<file path="src/hdl/lcc_params.svh">
// Offsets, bit positions and reset values of the command register block
`ifndef LCC_PARAMS_SVH
`define LCC_PARAMS_SVH
`define LCC_CMD_OFFSET 4'h0
`define LCC_BIT_STOP 0
`define LCC_BIT_GO 1
`define LCC_BIT_TXREQ 2
`define LCC_BIT_DMA_LO 3
`define LCC_BIT_DMA_HI 5
`define LCC_BIT_PAGE_LO 6
`define LCC_BIT_PAGE_HI 7
`define LCC_DMA_NOT_ALLOWED 3'h0
`define LCC_DMA_READ 3'h1
`define LCC_DMA_WRITE 3'h2
`define LCC_DMA_SEND 3'h3
`define LCC_DMA_ABORT 3'h4
`define LCC_PAGE_RESET 2'h0
`endif

</file>
<file path="src/hdl/lcc_pkg.sv">
// Types of the command register block
package lcc_pkg;
    // Gray coded along offline -> online -> stopping
    typedef enum logic [1:0] {
        LCC_OFFLINE  = 2'b00,
        LCC_ONLINE   = 2'b01,
        LCC_STOPPING = 2'b11
    } lcc_state_type;
endpackage

</file>
<file path="src/hdl/lcc_command.sv">
// Command register of the network controller core: online control, transmit and remote DMA
//
// Behaviour
// - While the stop bit is set the core is offline and neither receives nor transmits.
// - A stop during a reception or transmission takes effect only after it has finished.
// - Reset is left only once the stop bit is clear and the go-online bit is set.
// - The software reset counts as done only when the reset-done flag reads 1.
// - The stop bit comes up set at power-up.
// - Writing stop while online leaves both stop and go-online set.
// - The go-online bit starts the core after power-up, software reset or error.
// - The go-online bit comes up cleared at power-up.
// - Transmit request clears itself when the transmission completes or aborts.
// - Writing the high remote DMA command bit aborts any remote DMA in progress.
// - An abort does not restore the remote start address; the host reloads it.
// - Command 000 is not allowed, 001 is remote read and 010 remote write.
// - Command 011 is send packet; any code with the high bit set aborts or completes.
// - The page bits pick register page 0, 1 or 2; code 11 is reserved.
`timescale 1ns/1ps
`include "lcc_params.svh"

module lcc_command
    import lcc_pkg::*;
#(
    parameter int ADDR_WIDTH = 4
) (
    input wire logic clock,
    input wire logic reset,
    input wire logic [ADDR_WIDTH-1:0] reg_addr,
    input wire logic reg_wr,
    input wire logic reg_rd,
    input wire logic [7:0] reg_wdata,
    output logic [7:0] reg_rdata,
    input wire logic rx_busy,
    input wire logic tx_busy,
    input wire logic tx_done,
    input wire logic dma_done,
    input wire logic core_error,
    input wire logic reset_flag_clear,
    output logic reset_flag,
    output logic core_online,
    output logic transmit_request,
    output logic dma_read,
    output logic dma_write,
    output logic dma_send,
    output logic dma_abort,
    output logic [1:0] page_select
);

    if (ADDR_WIDTH < 4) begin : g_check
        $error("lcc_command: ADDR_WIDTH must be at least 4");
    end

    ////////////////////////////////////////////////////////////////////////////
    lcc_state_type state_q, state_d;
    logic stop_q, stop_d;
    logic go_q, go_d;
    logic txreq_q, txreq_d;
    logic [2:0] dma_cmd_q, dma_cmd_d;
    logic [1:0] page_q, page_d;
    logic flag_q, flag_d;
    logic abort_q, abort_d;
    logic rd_q, rd_d;
    logic wr_q, wr_d;
    logic send_q, send_d;
    logic online_q, online_d;
    logic [7:0] rdata_q, rdata_d;
    logic cmd_hit;
    logic cmd_wr;
    logic [2:0] wr_dma;

    assign cmd_hit = (reg_addr == ADDR_WIDTH'(`LCC_CMD_OFFSET));
    assign cmd_wr = reg_wr && cmd_hit;
    assign wr_dma = reg_wdata[`LCC_BIT_DMA_HI:`LCC_BIT_DMA_LO];

    always_comb begin
        state_d = state_q;
        stop_d = stop_q;
        go_d = go_q;
        txreq_d = txreq_q;
        dma_cmd_d = dma_cmd_q;
        page_d = page_q;
        flag_d = flag_q;
        abort_d = 1'b0;
        rdata_d = 8'h00;
        if (reg_rd && cmd_hit) begin
            rdata_d = {page_q, dma_cmd_q, txreq_q, go_q, stop_q};
        end
        if (reset_flag_clear) begin
            flag_d = 1'b0;
        end
        if (tx_done) begin
            txreq_d = 1'b0;
        end
        if (dma_done) begin
            dma_cmd_d = `LCC_DMA_ABORT;
        end
        if (cmd_wr) begin
            page_d = reg_wdata[`LCC_BIT_PAGE_HI:`LCC_BIT_PAGE_LO];
            stop_d = reg_wdata[`LCC_BIT_STOP];
            // Go bit sticks when stopping from start mode
            if (reg_wdata[`LCC_BIT_STOP] && state_q == LCC_ONLINE) begin
                go_d = 1'b1;
            end else begin
                go_d = reg_wdata[`LCC_BIT_GO];
            end
            // Writing zero has no effect once a transmission is requested
            if (reg_wdata[`LCC_BIT_TXREQ] && state_q == LCC_ONLINE
                && !reg_wdata[`LCC_BIT_STOP]) begin
                txreq_d = 1'b1;
            end
            if (wr_dma[2]) begin
                // Start address is left as is; host must reload it
                dma_cmd_d = wr_dma;
                abort_d = 1'b1;
            end else if (wr_dma != `LCC_DMA_NOT_ALLOWED) begin
                dma_cmd_d = wr_dma;
            end
        end
        case (state_q)
            LCC_OFFLINE: begin
                if (!stop_q && go_q && !core_error) begin
                    state_d = LCC_ONLINE;
                end
            end
            LCC_ONLINE: begin
                if (stop_q) begin
                    state_d = LCC_STOPPING;
                end
            end
            LCC_STOPPING: begin
                // Wait for the packet in flight
                if (!rx_busy && !tx_busy) begin
                    state_d = LCC_OFFLINE;
                end
            end
            default: begin
                state_d = LCC_OFFLINE;
            end
        endcase
        if (core_error && state_q != LCC_OFFLINE) begin
            state_d = LCC_OFFLINE;
            go_d = 1'b0;
        end
        // An error exit must not leave a request pending while offline
        if (state_d == LCC_OFFLINE) begin
            txreq_d = 1'b0;
        end
        // Set wins over a clear in the same cycle
        if (state_d == LCC_OFFLINE && state_q != LCC_OFFLINE) begin
            flag_d = 1'b1;
        end
        rd_d = (dma_cmd_d == `LCC_DMA_READ);
        wr_d = (dma_cmd_d == `LCC_DMA_WRITE);
        send_d = (dma_cmd_d == `LCC_DMA_SEND);
        // Drops with the stop write, not a cycle later with the state
        online_d = (state_d == LCC_ONLINE) && !stop_d;
    end

    always_ff @(posedge clock or posedge reset) begin
        if (reset) begin
            state_q <= LCC_OFFLINE;
            stop_q <= 1'b1;
            go_q <= 1'b0;
            txreq_q <= 1'b0;
            dma_cmd_q <= `LCC_DMA_ABORT;
            page_q <= `LCC_PAGE_RESET;
            flag_q <= 1'b0;
            abort_q <= 1'b0;
            rd_q <= 1'b0;
            wr_q <= 1'b0;
            send_q <= 1'b0;
            online_q <= 1'b0;
            rdata_q <= 8'h00;
        end else begin
            state_q <= state_d;
            stop_q <= stop_d;
            go_q <= go_d;
            txreq_q <= txreq_d;
            dma_cmd_q <= dma_cmd_d;
            page_q <= page_d;
            flag_q <= flag_d;
            abort_q <= abort_d;
            rd_q <= rd_d;
            wr_q <= wr_d;
            send_q <= send_d;
            online_q <= online_d;
            rdata_q <= rdata_d;
        end
    end

    assign reg_rdata = rdata_q;
    assign reset_flag = flag_q;
    assign core_online = online_q;
    assign transmit_request = txreq_q;
    assign dma_read = rd_q;
    assign dma_write = wr_q;
    assign dma_send = send_q;
    assign dma_abort = abort_q;
    assign page_select = page_q;
endmodule // lcc_command

</file>
<file path="config.mk">
export PLATFORM = sky130hd
export DESIGN_NAME = lcc_command
export DESIGN_NICKNAME = d
export VERILOG_FILES = /design/src/hdl/lcc_pkg.sv /design/src/hdl/lcc_command.sv
export VERILOG_INCLUDE_DIRS = /design/src /design/src/hdl
export SDC_FILE = /design/constraint.sdc
export NUM_CORES = 1
export LEC_CHECK = 0
export BUFFER_PORTS_ARGS = -buffer_cell sky130_fd_sc_hd__buf_2
export CORE_UTILIZATION = 53
export CTS_BUF_LIST = sky130_fd_sc_hd__clkbuf_4
export CTS_CLUSTER_DIAMETER = 60
export DETAILED_ROUTE_END_ITERATION = 7
export PLACE_DENSITY = 0.86
export SLEW_MARGIN = 25
export SYNTH_ARGS = -nofsm -noshare
export SYNTH_HDL_FRONTEND = slang
export SYNTH_SLANG_ARGS = --single-unit
export TNS_END_PERCENT = 100
</file>
<file path="constraint.sdc">
create_clock -name clock -period 3.4 [get_ports clock]
set_input_delay 0.68 -clock clock [delete_from_list [all_inputs] [get_ports clock]]
set_output_delay 0.68 -clock clock [all_outputs]
set_load 0.005 [all_outputs]
</file>
== Word-level counts from Yosys, hierarchy flattened ==
Cells that the tools add are included.

* Register bits: 24
* Bits in latches: 0
* Memory bits (writable): 0
* Bits in read-only memories: 0
* Word-level logic and storage cells: 65
* Memories kept: 0

* $add $sub $neg: 0
* Multiply operators: 0
* Div/mod/pow operators: 0
* Order comparisons: 0
* Equal/unequal tests: 6
* Shifts and indexed selects: 0
* Muxes and demuxes: 22
* Bitwise operators: 0
* Reductions and logical operators: 24

{| class="wikitable"
|+ Operators with widths
! cell !! count
|-
| 1-bit two-way mux || 12
|-
| 3-bit two-way mux || 4
|-
| 1-bit logical AND || 11
|-
| 2-bit two-way mux || 4
|-
| 8-bit two-way mux || 1
|-
| 3-bit by 2-bit == test with 1-bit output, second input constant || 2
|-
| 1-bit zero test || 6
|-
| 2-bit one-hot mux with 3 select lines || 1
|-
| 2-bit nonzero test || 3
|-
| 2-bit by 1-bit == test with 1-bit output, second input constant || 2
|-
| 2-bit zero test || 2
|-
| 4-bit zero test || 1
|-
| 3-bit by 1-bit == test with 1-bit output, second input constant || 1
|-
| 3-bit nonzero test || 1
|-
| 2-bit == test, second input constant || 1
|}

== Longest topological paths before layout ==
Gate-level depths: netlist of run 1.

* Depth in word-level cells: 9
* Depth in mapped cells: 6
* Mapped depth without buffers: 5

== Least setup slack after synthesis of run 1 ==
Ideal clock, no wire load.

* Path type: input -> register
* Start point: in reg_addr[1]
* End point: reg online_q, in the netlist core_online
* Library setup time: 86 ps
* Arrival: 1709 ps
* Required time: 3314 ps
* Setup slack: 1605 ps
* Stages on the path: 5
* Buffers on the path: 1
* Cell sequence: nor4_4 and2_2 buf_6 mux2_4 nor3_1

* Cells in the longest elaborated chain, start to end: 5

{| class="wikitable"
|+ Ends and longest elaborated chain
! what !! line !! text
|-
| start, declared || lcc_command.sv:28 || <nowiki>input wire logic [ADDR_WIDTH-1:0] reg_addr,</nowiki>
|-
| 4-bit zero test || lcc_command.sv:71 || <nowiki>assign cmd_hit = (reg_addr == ADDR_WIDTH'(`LCC_CMD_OFFSET));</nowiki>
|-
| 1-bit logical AND || lcc_command.sv:72 || <nowiki>assign cmd_wr = reg_wr && cmd_hit;</nowiki>
|-
| 1-bit two-way mux || lcc_command.sv:97 || <nowiki>if (cmd_wr) begin</nowiki>
|-
| via stop_d || lcc_command.sv:55 || <nowiki>logic stop_q, stop_d;</nowiki>
|-
| 1-bit zero test || lcc_command.sv:156 || <nowiki>online_d = (state_d == LCC_ONLINE) && !stop_d;</nowiki>
|-
| 1-bit logical AND || lcc_command.sv:156 ||
|-
| via online_d || lcc_command.sv:65 || <nowiki>logic online_q, online_d;</nowiki>
|-
| end signal, assigned || lcc_command.sv:186 || <nowiki>online_q <= online_d;</nowiki>
|-
| end, declared || lcc_command.sv:65 ||
|}

The timed path passes the listed nets, and every way through them passes these cells.
A chain may end at the register's enable or synchronous reset.

== Worst setup path after layout of run 1 ==
Ends and elaborated chain as after synthesis.

==> run summary, run 1 <==
Counting distinct cell types in the post-synthesis netlist gives 34. The synthesis warning total was 0; the routed wirelength normalized by instance count was 12.90 um. After synthesis, the share of cell area in mux cells is 3.807%. After synthesis, the largest family of logic cells by area is simple AND/OR/NAND/NOR gates.

Across the run, the number of max-cap violations was 0. In the routed design, unresolved DRC markers number 0. The routed design has 1.844 mm of wire.

Measured along the y axis, the die boundary spans 45.13 um. Global routing consumed, over all layers together, 20.95% of the routing resources. The xor/xnor cell area share of the yosys netlist works out to 0%. The tools report the power consumption as 0.6325 mW. Synthesis-to-layout area growth: 25.89%.

In the final timing run, aggregate negative setup slack is 0 ns. Counting flops and latches in the post-synthesis netlist gives 24. The detailed router finished its first iteration with 12 violations.

The share of async-settable or async-resettable flops after synthesis works out to 100.0%. Number of optimization iterations in the first detailed-route pass: 4. The worst path needs 1.956 ns of the cycle, external delays included. For the netlist area before placement, the log shows 985.9 sq um. Data on the critical path arrives at its endpoint at 2.19 ns. For this design the ratio of total power to cell area is 509.6 nW/um^2. Once the clock tree was built, the resizer swapped 0 gates to a different size.

Summing the areas of all and, or, nand and nor instances in the mapped netlist gives 19.54% of the synthesized area. The initial core utilization was 57.10%; the overall die area was 2037 sq um. The first global-routing pass estimated 2.898 mm of wire.

For this run, the slowest stage of the critical path takes 0.54 ns. The synthesized netlist devotes 0% of its cell area to adder and majority cells. The fmax was 511.3 MHz. The number of antenna diodes in the final layout is 0. For the pin with the worst max-slew slack, the measured transition is 0.8709 ns. For the final database, setup skew stands at 0.008429 ns. Cells fill 71.88% of the core in the end. The floorplan has 15 rows. In the routed layout, each cell is associated on average with a via count of 5.238. In the post-route analysis, the smallest setup slack over all paths is 1.444 ns. Before CTS, the worst setup slack after placement is 1.124 ns.

The slowest library cell on the worst path is sky130_fd_sc_hd__nor4_4. In this run the worst path has a maximum fanout of 14. At the worst endpoint, the required time is 3.63 ns. Entering global routing, the biggest net connects 25 pins.

The worst setup path is of the in2reg kind. In this run the clock root is driven by a sky130_fd_sc_hd__clkbuf_4. In the synthesized netlist the dominant register cell turns out to be sky130_fd_sc_hd__dfrtp_1.

The worst pin sits at a relative slew slack of 41.88%. The worst path uses 57.52% of the clock period. The average instance area after synthesis was 12.64 sq um. Traced cell by cell, the critical path runs through buf_2 -> nor4_4 -> and2_2 -> mux2_4 -> nor3_1.

Summed over all layers, the global routing overflow is 0. Setup repair after global routing left no endpoint under its margin. The kind of end point of the critical path was a flop. For this run, the post-layout net count is 141. IR analysis of the VDD net gives a maximum drop of 396.9 uV. The detail route stage leaves a number of antenna-violating nets equal to 0. Gate count after technology mapping: 78. The number of nets handed over by synthesis was 100. In the final layout, the share of cells above drive strength 1 is 47.46%.

After clock tree synthesis, the setup repair step added 0 buffers. The startpoint class of the critical path was an input port. The total setup violations reported at the end of the flow came out at 0. After routing the design area is 1241 sq um. The final count of pins violating max slew is 0, and the weighted congestion at the end of routability-driven global placement is 0.9007. The latest clock arrival within the worst-skew pair is 0.31 ns, and the share of synthesized area occupied by flip-flops and latches is 61.17%. The number of failing hold endpoints at the final stage was 0; the number of sinks driven by the clock tree was 24. In this run the cell area measured after placement is 1189 sq um. TritonCTS built the clock tree. The total area inside the core boundary comes to 1727 sq um.

TritonCTS created 3 clock buffers. After clock tree synthesis, the clock-pin slew on the worst setup and hold paths is 0.13 ns. For the HPWL after detailed placement, the log shows 1.389 mm. The run finished with clean final reports. The final route contains 749 vias.

No sink is reached through more buffers than the 2 on the longest clock path. During I/O placement, the number of pins put on the boundary was 39. In this run the tool buffered the top-level ports with 38 buffer cells. The initial antenna violation count was 0.

The CTS H-tree depth came out at 1. The width of the chip came out at 45.13 um. The path class of the tightest hold or removal check is in2async. Count of flip-flops with a built-in enable after synthesis: 0.

The leakage power total was 0.6919 nW; the number of buffers inserted for hold repair after clock tree synthesis was 0. The number of global-route vias before repair was 631; the share of the synthesized area in compound gates (AO/OA/AOI/OAI) was 11.29%.
## metal layers
| layer | wire (um) | vias to the layer above | GRT usage, % |
|---|---|---|---|
| met5 | 0 | - | 0 |
| li1 | - | 359 | - |
| met1 | 762 | 333 | 27.70 |
| met3 | 160 | 10 | 6.400 |
| met4 | 60 | 0 | 13.94 |
| met2 | 860 | 47 | 29.57 |
## cells by family after synthesis
logic type / count (synthesis)
flops: 24
compound gates: 14
simple gates: 29
mux: 3
buf+inv: 8
## area by class of cell
type	instances	area [sq um]
multi-input combinational	46	341.6
sequential	24	603.1
fill	134	485.5
clock inverter	1	30.03
timing repair buffer	38	190.2
tap	25	31.28
clock buffer	3	22.52
inverter	6	22.52
## sequential cells by signal, indices dropped and copies added, names as in the netlist, 2 cells and up
register     flops
page_select      2
reg_rdata        8
state_q          2
dma_cmd_q        3
## placed cells by master (no fill, tap or decap), drive strengths merged, types with 2 or more instances in the layout
cell    count
a21oi       3
and2        2
and3       10
buf        38
clkbuf      3
dfrtp      22
dfstp       2
inv         6
mux2        3
nor2        7
nor2b       2
nor3        2
o211ai      2
## where the power goes
part / internal [mW] / switching, mW
Clock: 0.119 / 0.0814
Sequential: 0.316 / 0.0199
Combinational: 0.0468 / 0.0494
## worst paths after layout
kind                       cells past startpoint  slack, ns        start        endpoint
max reg2reg                                    4       2.04   state_q[1]     core_online
min in group clock                             2       0.54   reset_flag      reset_flag
min reg2reg                                    2       0.54   reset_flag      reset_flag
max                                            5       1.44  reg_addr[1]     core_online
max in group asynchronous                      2       2.33        reset    reg_rdata[2]
min                                            2       0.53        reset  page_select[1]
## synthesized netlist by cell type (2+ instances only)
library cell | n | share of area, %
sky130_fd_sc_hd__o211ai_1 | 2 | 1.5
sky130_fd_sc_hd__nor2_1 | 6 | 2.3
sky130_fd_sc_hd__dfrtp_1 | 22 | 56
sky130_fd_sc_hd__dfstp_2 | 2 | 5.3
sky130_fd_sc_hd__inv_1 | 5 | 1.9
sky130_fd_sc_hd__mux2_2 | 2 | 2.3
sky130_fd_sc_hd__and3_1 | 9 | 5.7
sky130_fd_sc_hd__a21oi_1 | 3 | 1.5
sky130_fd_sc_hd__nor2b_1 | 2 | 1.3
## per-stage QoR
| step | hold slack (ns) | cells |
|---|---|---|
| final | 0.5272 | 143 |
| after global routing | 0.5453 | 143 |
| after CTS | 0.5432 | 143 |
| after detailed placement | 0.5251 | 139 |
| after global placement | 0.5144 | 139 |
| after floorplan | 0.4998 | 78 |
## worst max-delay path: cells and delay by family
kind | cells | cell delay [ns]
and+or+nand+nor | 3 | 1.07
buffers and inverters | 1 | 0.11
muxes | 1 | 0.33
(Power assumes the default switching activity.)
==> inputs of run 2 (changes only) <==
CORE_ASPECT_RATIO = 1.5   (was unset)
CORE_UTILIZATION = 44   (was 53)
PLACE_DENSITY = 0.76   (was 0.86)
clock period = 1.6 ns   (was 3.4 ns; I/O delays follow)
==> run summary, run 2 (synthesis results as in run 1) <==
The run finished with clean final reports. The run gives 2.946 mm (+1.7%) as the global-route wire length before repair. The instance area after placement is 1222 sq um (+2.8%), and the portion of the clock cycle consumed by the worst path in the final layout is 79.85%. TritonCTS built the clock tree. For the number of sinks driven by the clock tree, the log shows 24 (unchanged).

The setup clock skew after layout was 0.01585 ns (+0.007416 ns); the share of total power in sequential cells was 52.8% (-0.3 points). The clock share of power was 32.1% (+0.4 points). The type of the worst min-delay path is in2async. The height of the die was 59.98 um (+33%); the number of setup buffers added after CTS was 0 (unchanged). The share of cells above drive strength 1 works out to 49.59% (+2.1 points). The placement row count is 20 (+5), and the initial antenna violation count is 0 (unchanged). Startpoint class of the critical path: a flop.

The number of optimization iterations in the first detailed-route pass came out at 4 (unchanged). The share of total power in combinational logic is 15.0% (-0.2 points). The normalized max-slew margin is 78.14% (+36 points). The switching power as a share of total power was 23.82% (about the same); the number of top-level pins was 39 (unchanged).

The internal power contribution was 1.028 mW (+110%); the cell area after layout was 1275 sq um (+2.7%). The number of port buffers is 38 (unchanged). For the global-route usage over all layers, the log shows 17.86% (-3.1 points). The run gives 47.47% (-9.6 points) as the initial core utilization.

The final count of pins violating max slew is 0 (unchanged). The width of the chip works out to 40.65 um (-9.9%). The pin count of the biggest net entering global routing is 25 (unchanged). The most common cell after layout, fill and taps aside is sky130_fd_sc_hd__buf_2. The tools report the number of failing hold endpoints at the final stage as 0 (unchanged).

The number of flip-flops in the largest register was 8 (unchanged). The tools report the power consumption as 1.349 mW (+110%). The logs give 0 (unchanged) for the number of antenna repair diodes and 688 (+9.0%) for the number of global-route vias before repair. The number of nets at the end of the flow came out at 146 (+3.5%).

Worst flop-to-flop path startpoint: state_q[1]. The logs give 3 (unchanged) for the number of buffers created by CTS and 2077 sq um (+20%) for the core area. The tools report the root buffer selected by CTS as sky130_fd_sc_hd__clkbuf_4. The final cell utilization of the core is 61.39% (-10 points). Slew at the pin with the worst max-slew slack: 0.3244 ns (-0.5464 ns). The number of buffers inserted for hold repair after clock tree synthesis is 0 (unchanged). The number of design-rule violations left by the first detailed-router iteration was 14 (+2).

The tools report the CTS H-tree depth as 1 (unchanged). Weighted congestion at the end of routability-driven global placement: 0.8835 (-1.9%). The maximum clock insertion buffer count is 2 (unchanged), and the cell area power density is 1058 nW/um^2 (+110%). The worst path needs 1.278 ns of the cycle, external delays included. The clock slew seen by the registers of the worst setup and hold paths was 0.13 ns (about the same). Path depth of the worst reg2reg path: 4 (unchanged). For the register-to-register setup slack, the log shows 0.32 ns (-1.72 ns). The number of filler instances in the final layout came out at 176 (+31%). The HPWL after detailed placement was 1.437 mm (+3.5%); the post-cts sizing count was 0 (unchanged).

The sum of negative setup slack was 0 ns (unchanged); the residual antenna-violating net count after detailed routing was 0 (unchanged). The data arrival time at the worst-slack endpoint came out at 1.52 ns (-0.67 ns). The run gives 2438 sq um (+20%) as the overall die area. The latest clock arrival within the worst-skew pair is 0.32 ns (about the same), and the fmax is 782.8 MHz. The run gives 752 (+0.40%) as the number of vias in the routed layout.

The capturing point of the worst reg2reg path was core_online. For the number of DRC violations after detailed routing, the log shows 0 (unchanged). The total setup violations reported at the end of the flow came out at 0 (unchanged). The run gives 1.795 mm (-2.7%) as the wire length reported by the detailed router. The leakage power total was 0.7183 nW (+3.8%). Switching power total: 0.3214 mW (+110%). The synthesis-to-layout area growth is 29.31%.

The post-detailed-route via-to-cell ratio came out at 5.186 (-0.98%). Setup repair after global routing left no endpoint under its margin. For the required time of the worst setup path, the log shows 1.85 ns (-1.78 ns).

The critical path in this run is classified as reg2reg. The largest fanout of any net on the critical path was 4 (-10); the routed wirelength normalized by instance count was 12.38 um (-4.0%). Leaving out fill and tap cells, the most frequent cells in the layout are sky130_fd_sc_hd__buf_2, sky130_fd_sc_hd__dfrtp_1, sky130_fd_sc_hd__and3_1, sky130_fd_sc_hd__nor2_1. The logs give 0 (unchanged) for the total overflow reported by the global router and 0 (unchanged) for the max-capacitance violation count. The kind of end point of the critical path is a flop. The run gives 482.0 uV (+21%) as the peak supply drop.
[run 2: cell types whose count changed in the layout (fill, tap and decap cells not counted), sizes merged]
| cell | delta |
|---|---|
| buf | +5 |
[run 2: area by class of cell]
| type | instances | area [sq um] | share of cell area, % |
|---|---|---|---|
| Tap cell | 22 | 27.53 | 2.159 |
| Sequential cell | 24 | 603.1 | 47.30 |
| Timing Repair Buffer | 43 | 227.7 | 17.86 |
| Clock inverter | 1 | 30.03 | 2.355 |
| Multi-Input combinational cell | 46 | 341.6 | 26.79 |
| Clock buffer | 3 | 22.52 | 1.766 |
| Inverter | 6 | 22.52 | 1.766 |
[run 2: worst max path at each step]
stage               cells after the start         from           to
floorplan                               5  reg_addr[1]  core_online
global placement                        5  reg_addr[1]  core_online
detailed placement                      5  reg_addr[1]  core_online
CTS                                     4   state_q[1]  core_online
global route                            5  reg_addr[1]  core_online
finish                                  4   state_q[1]  core_online
[run 2: power groups by stage]
stage	Sequential [mW]	Clock [mW]	Combinational, mW
5_1_grt	0.721	0.466	0.228
3_3_place_gp	0.722	0	0.196
4_1_cts	0.712	0.444	0.205
6_report	0.713	0.434	0.203
2_1_floorplan	0.716	0	0.111
3_5_place_dp	0.724	0	0.204
[run 2: routing by layer]
| metal | track usage (%) | up-vias | wire length [um] |
|---|---|---|---|
| li1 | - | 368 | - |
| met1 | 21.95 | 348 | 763 |
| met2 | 28.34 | 31 | 895 |
| met3 | 2.230 | 5 | 85 |
| met4 | 10.95 | 0 | 51 |
| met5 | 0 | - | 0 |
[run 2: per-stage QoR]
step / worst slack (ns) / cells / hold slack (ns)
2_1_floorplan: 0.1650 / 78 / 0.3331
3_3_place_gp: 0.06375 / 141 / 0.3639
3_5_place_dp: -0.01792 / 141 / 0.3768
4_1_cts: 0.3314 / 145 / 0.009110
5_1_grt: 0.2808 / 145 / 0.01755
6_report: 0.3225 / 145 / 0.004648
[run 2: critical path: stages, from the launching register on]
cell                      delay, ns
sky130_fd_sc_hd__dfrtp_1       0.44
sky130_fd_sc_hd__or2_2         0.32
sky130_fd_sc_hd__nor2_1        0.08
sky130_fd_sc_hd__o21ai_0       0.13
sky130_fd_sc_hd__nor3_1        0.24
==> inputs of run 3 (changes only) <==
ABC_AREA = 1   (was unset)
CORE_UTILIZATION = 45   (was 44)
PLACE_DENSITY = 0.77   (was 0.76)
clock period = 1.1 ns   (was 1.6 ns; I/O delays follow)
==> run summary, run 3 <==
The post-detailed-route via-to-cell ratio was 4.797 (-7.5%). The tools report the total setup violations reported at the end of the flow as 0 (unchanged). The tools report the total area of multi-input combinational cells as 352.8 sq um (+3.3%). Among all stages on the critical path, the largest delay is contributed by sky130_fd_sc_hd__dfstp_2.

The number of sinks driven by the clock tree was 24 (unchanged); the share of async-settable or async-resettable flops after synthesis was 100.0% (unchanged). The logs give 178 (+26%) for the number of cells after detailed placement and 0.001063 ns (-0.01478 ns) for the setup clock skew after layout. Internal power contribution: 1.273 mW (+24%).

The critical path goes through inv_2 -> nand3_1 -> nand2_1 -> nand3_2 -> inv_2 -> nand2_1 -> nor2_1. The share of total power in sequential cells is 57.3% (+4.5 points), and the global-route usage over all layers is 19.91% (+2.1 points). In the layout the commonest cells are sky130_fd_sc_hd__buf_2, sky130_fd_sc_hd__dfrtp_1, sky130_fd_sc_hd__nor2_1, sky130_fd_sc_hd__inv_1, sky130_fd_sc_hd__nand2_1. The run gives 1.30 ns (-0.55 ns) as the required time of the worst setup path.

The number of buffers and inverters on the critical path came out at 2 (+2). The flow ran to the end, and the final reports show no timing, DRC or antenna violations. The largest fanout of any net on the critical path is 3 (-1), and the height of the die is 60.30 um (+0.54%).

The run gives 3 (unchanged) as the number of buffers created by CTS. The cell type with the highest aggregate area in the netlist was sky130_fd_sc_hd__dfrtp_1. The top-area cell type share of the netlist area works out to 53.99% (-1.8 points). The run gives 0.002159 ns (-0.3203 ns) as the final critical-path setup slack. The switching power as a share of total power was 29.49% (+5.7 points); the clock slew seen by the registers of the worst setup and hold paths was 0.11 ns (-0.02 ns). The shortest period the worst path allows came out at 1.098 ns (-0.1797 ns).

The largest stage delay on the critical path was 0.56 ns (+0.12 ns). The number of synthesized register bits came out at 24 (unchanged). The initial antenna violation count was 0 (unchanged); the netlist area before placement was 1020 sq um (+3.4%).

Sorting the synthesized cells by area gives the leading types as sky130_fd_sc_hd__dfrtp_1, sky130_fd_sc_hd__inv_1, sky130_fd_sc_hd__nor2_1. The fmax is 910.9 MHz (+16%). Unique cell type count in the Yosys netlist: 16 (-53%). The tools report the kind of end point of the critical path as a flop.

For the pin count of the biggest net entering global routing, the log shows 25 (unchanged). The sum of negative setup slack is 0 ns (unchanged), and the slew at the pin with the worst max-slew slack is 0.3357 ns (+0.01124 ns). Number of global-route vias before repair: 849 (+23%).

The clock share of power was 20.1% (-12 points). Sorting the synthesized cells by how often they occur yields sky130_fd_sc_hd__dfrtp_1, sky130_fd_sc_hd__inv_1, sky130_fd_sc_hd__nor2_1. For the number of top-level pins, the log shows 39 (unchanged). The cell area after layout is 1313 sq um (+2.9%), and the share of cells above drive strength 1 is 40.00% (-9.6 points). The run gives 49.10% (+1.6 points) as the initial core utilization.

Cell area power density: 1376 nW/um^2 (+30%). The net count after synthesis was 138 (+38%); the average instance area after synthesis was 8.791 sq um (-30%). The CTS H-tree depth was 1 (unchanged). The count of flip-flops with a built-in enable after synthesis was 0 (unchanged). The run gives 0.30 ns (-0.02 ns) as the latest clock arrival within the worst-skew pair.

The synthesis warning total came out at 0 (unchanged). Category of the most critical setup path: reg2reg. The tools report the switching power total as 0.5325 mW (+66%). Most common cell after layout, fill and taps aside: sky130_fd_sc_hd__buf_2. The worst setup path is launched from a flop.

The final non-filler cell total was 182 (+26%). The tools report the overall die area as 2464 sq um (+1.1%). The logs give 20 (unchanged) for the placement row count and 0.7954 (-10%) for the weighted congestion at the end of routability-driven global placement. The run gives 184 (+26%) as the number of nets at the end of the flow. The post-placement worst setup slack is -0.04230 ns (-0.02438 ns), and the number of DRC violations after detailed routing is 0 (unchanged). The core area is 2077 sq um (unchanged), and the power consumption is 1.806 mW (+34%). Final cell utilization of the core: 63.19% (+1.8 points). For the number of design-rule violations left by the first detailed-router iteration, the log shows 9 (-5). Setup repair after global routing could not meet its margin everywhere. The total overflow reported by the global router was 0 (unchanged); the wire length reported by the detailed router was 2.051 mm (+14%). The width of the chip is 40.87 um (+0.53%). The leakage power total came out at 0.7456 nW (+3.8%). The portion of the clock cycle consumed by the worst path in the final layout was 99.80% (+20 points); the total area of sequential cells was 603.1 sq um (unchanged). The most used flip-flop cell after synthesis is sky130_fd_sc_hd__dfrtp_1.

Number of vias in the routed layout: 873 (+16%). Number of port buffers: 38 (unchanged). The peak supply drop came out at 803.0 uV (+67%). For the instance area after placement, the log shows 1252 sq um (+2.5%). Global-route wire length before repair: 3.270 mm (+11%). The share of synthesized area occupied by flip-flops and latches was 59.14% (-2.0 points). The gate count after technology mapping came out at 116 (+49%). The min-delay analysis places its worst path in the category in2reg. The cell family contributing the most delay on the critical path is flip-flops.

The logs give 1.30 ns (-0.22 ns) for the data arrival time at the worst-slack endpoint and 0 (unchanged) for the residual antenna-violating net count after detailed routing. The share of total power in combinational logic came out at 22.6% (+7.6 points). The tools report the number of filler instances in the final layout as 185 (+5.1%).

The number of flip-flops in the largest register is 8 (unchanged). The logs give 0.08738 ns (+0.08274 ns) for the worst hold slack and 2 (unchanged) for the maximum clock insertion buffer count. The logs give 0 (unchanged) for the final count of pins violating max slew and 77.56% (-0.58 points) for the normalized max-slew margin. The number of failing hold endpoints at the final stage was 0 (unchanged). The max-capacitance violation count came out at 0 (unchanged). The root buffer selected by CTS was sky130_fd_sc_hd__clkbuf_4. The routed wirelength normalized by instance count came out at 11.27 um (-9.0%). The logs give 0 (unchanged) for the number of antenna repair diodes and 1.536 mm (+6.9%) for the HPWL after detailed placement.

The synthesis-to-layout area growth came out at 28.71%. The number of optimization iterations in the first detailed-route pass came out at 4 (unchanged). TritonCTS built the clock tree.
[run 3: power groups by stage]
| stage | combinational, mW | clock (mW) | sequential (mW) |
|---|---|---|---|
| floorplan | 0.208 | 0 | 1.05 |
| global placement | 0.354 | 0 | 1.05 |
| detailed placement | 0.366 | 0 | 1.05 |
| CTS | 0.386 | 0.370 | 1.04 |
| global route | 0.464 | 0.413 | 1.05 |
| finish | 0.409 | 0.363 | 1.03 |
[run 3: path summary, 6_finish.rpt]
check | from | endpoint | slack, ns | cells after the start
max in group asynchronous | reset | dma_cmd_q[2] | 0.32 | 4
min | reset_flag_clear | reset_flag | 0.09 | 2
max | stop_q | core_online | 0.002 | 7
min reg2reg | go_q | reg_rdata[1] | 0.52 | 2
max reg2reg | stop_q | core_online | 0.002 | 7
min in group asynchronous | reset | reg_rdata[2] | 0.50 | 4
[run 3: cell families (layout without fill, tap and decap cells)]
family                 after synthesis  count (layout)  share of synthesized area (%)
AO/OA/AOI/OAI                       12              12                          6.135
buffers and inverters               23              67                          8.957
flip-flops                          24              24                          59.14
AND/OR/NAND/NOR                     57              57                          25.77
[run 3: what timing repair did]
action                                  4_1_cts  5_1_grt
hold endpoints to repair                     22        0
pin swaps                                     0        2
endpoints found under the setup margin        1        4
resized for setup                             3        6
hold buffers                                  1        0
setup buffers                                 0        0
[run 3: per-layer routing]
layer | share of wire (%) | global-route usage (%)
met1 | 38 | 20.29
met5 | 0 | 0
met4 | 2.5 | 11.43
met2 | 54 | 35.27
met3 | 5.3 | 3.346
[run 3: layout make-up]
| class | count | area share, % |
|---|---|---|
| sequential | 24 | 45.95 |
| tap | 22 | 2.097 |
| multi-input combinational | 69 | 26.88 |
| timing repair buffer | 41 | 16.40 |
| clock buffer | 3 | 1.716 |
| inverter | 23 | 6.959 |
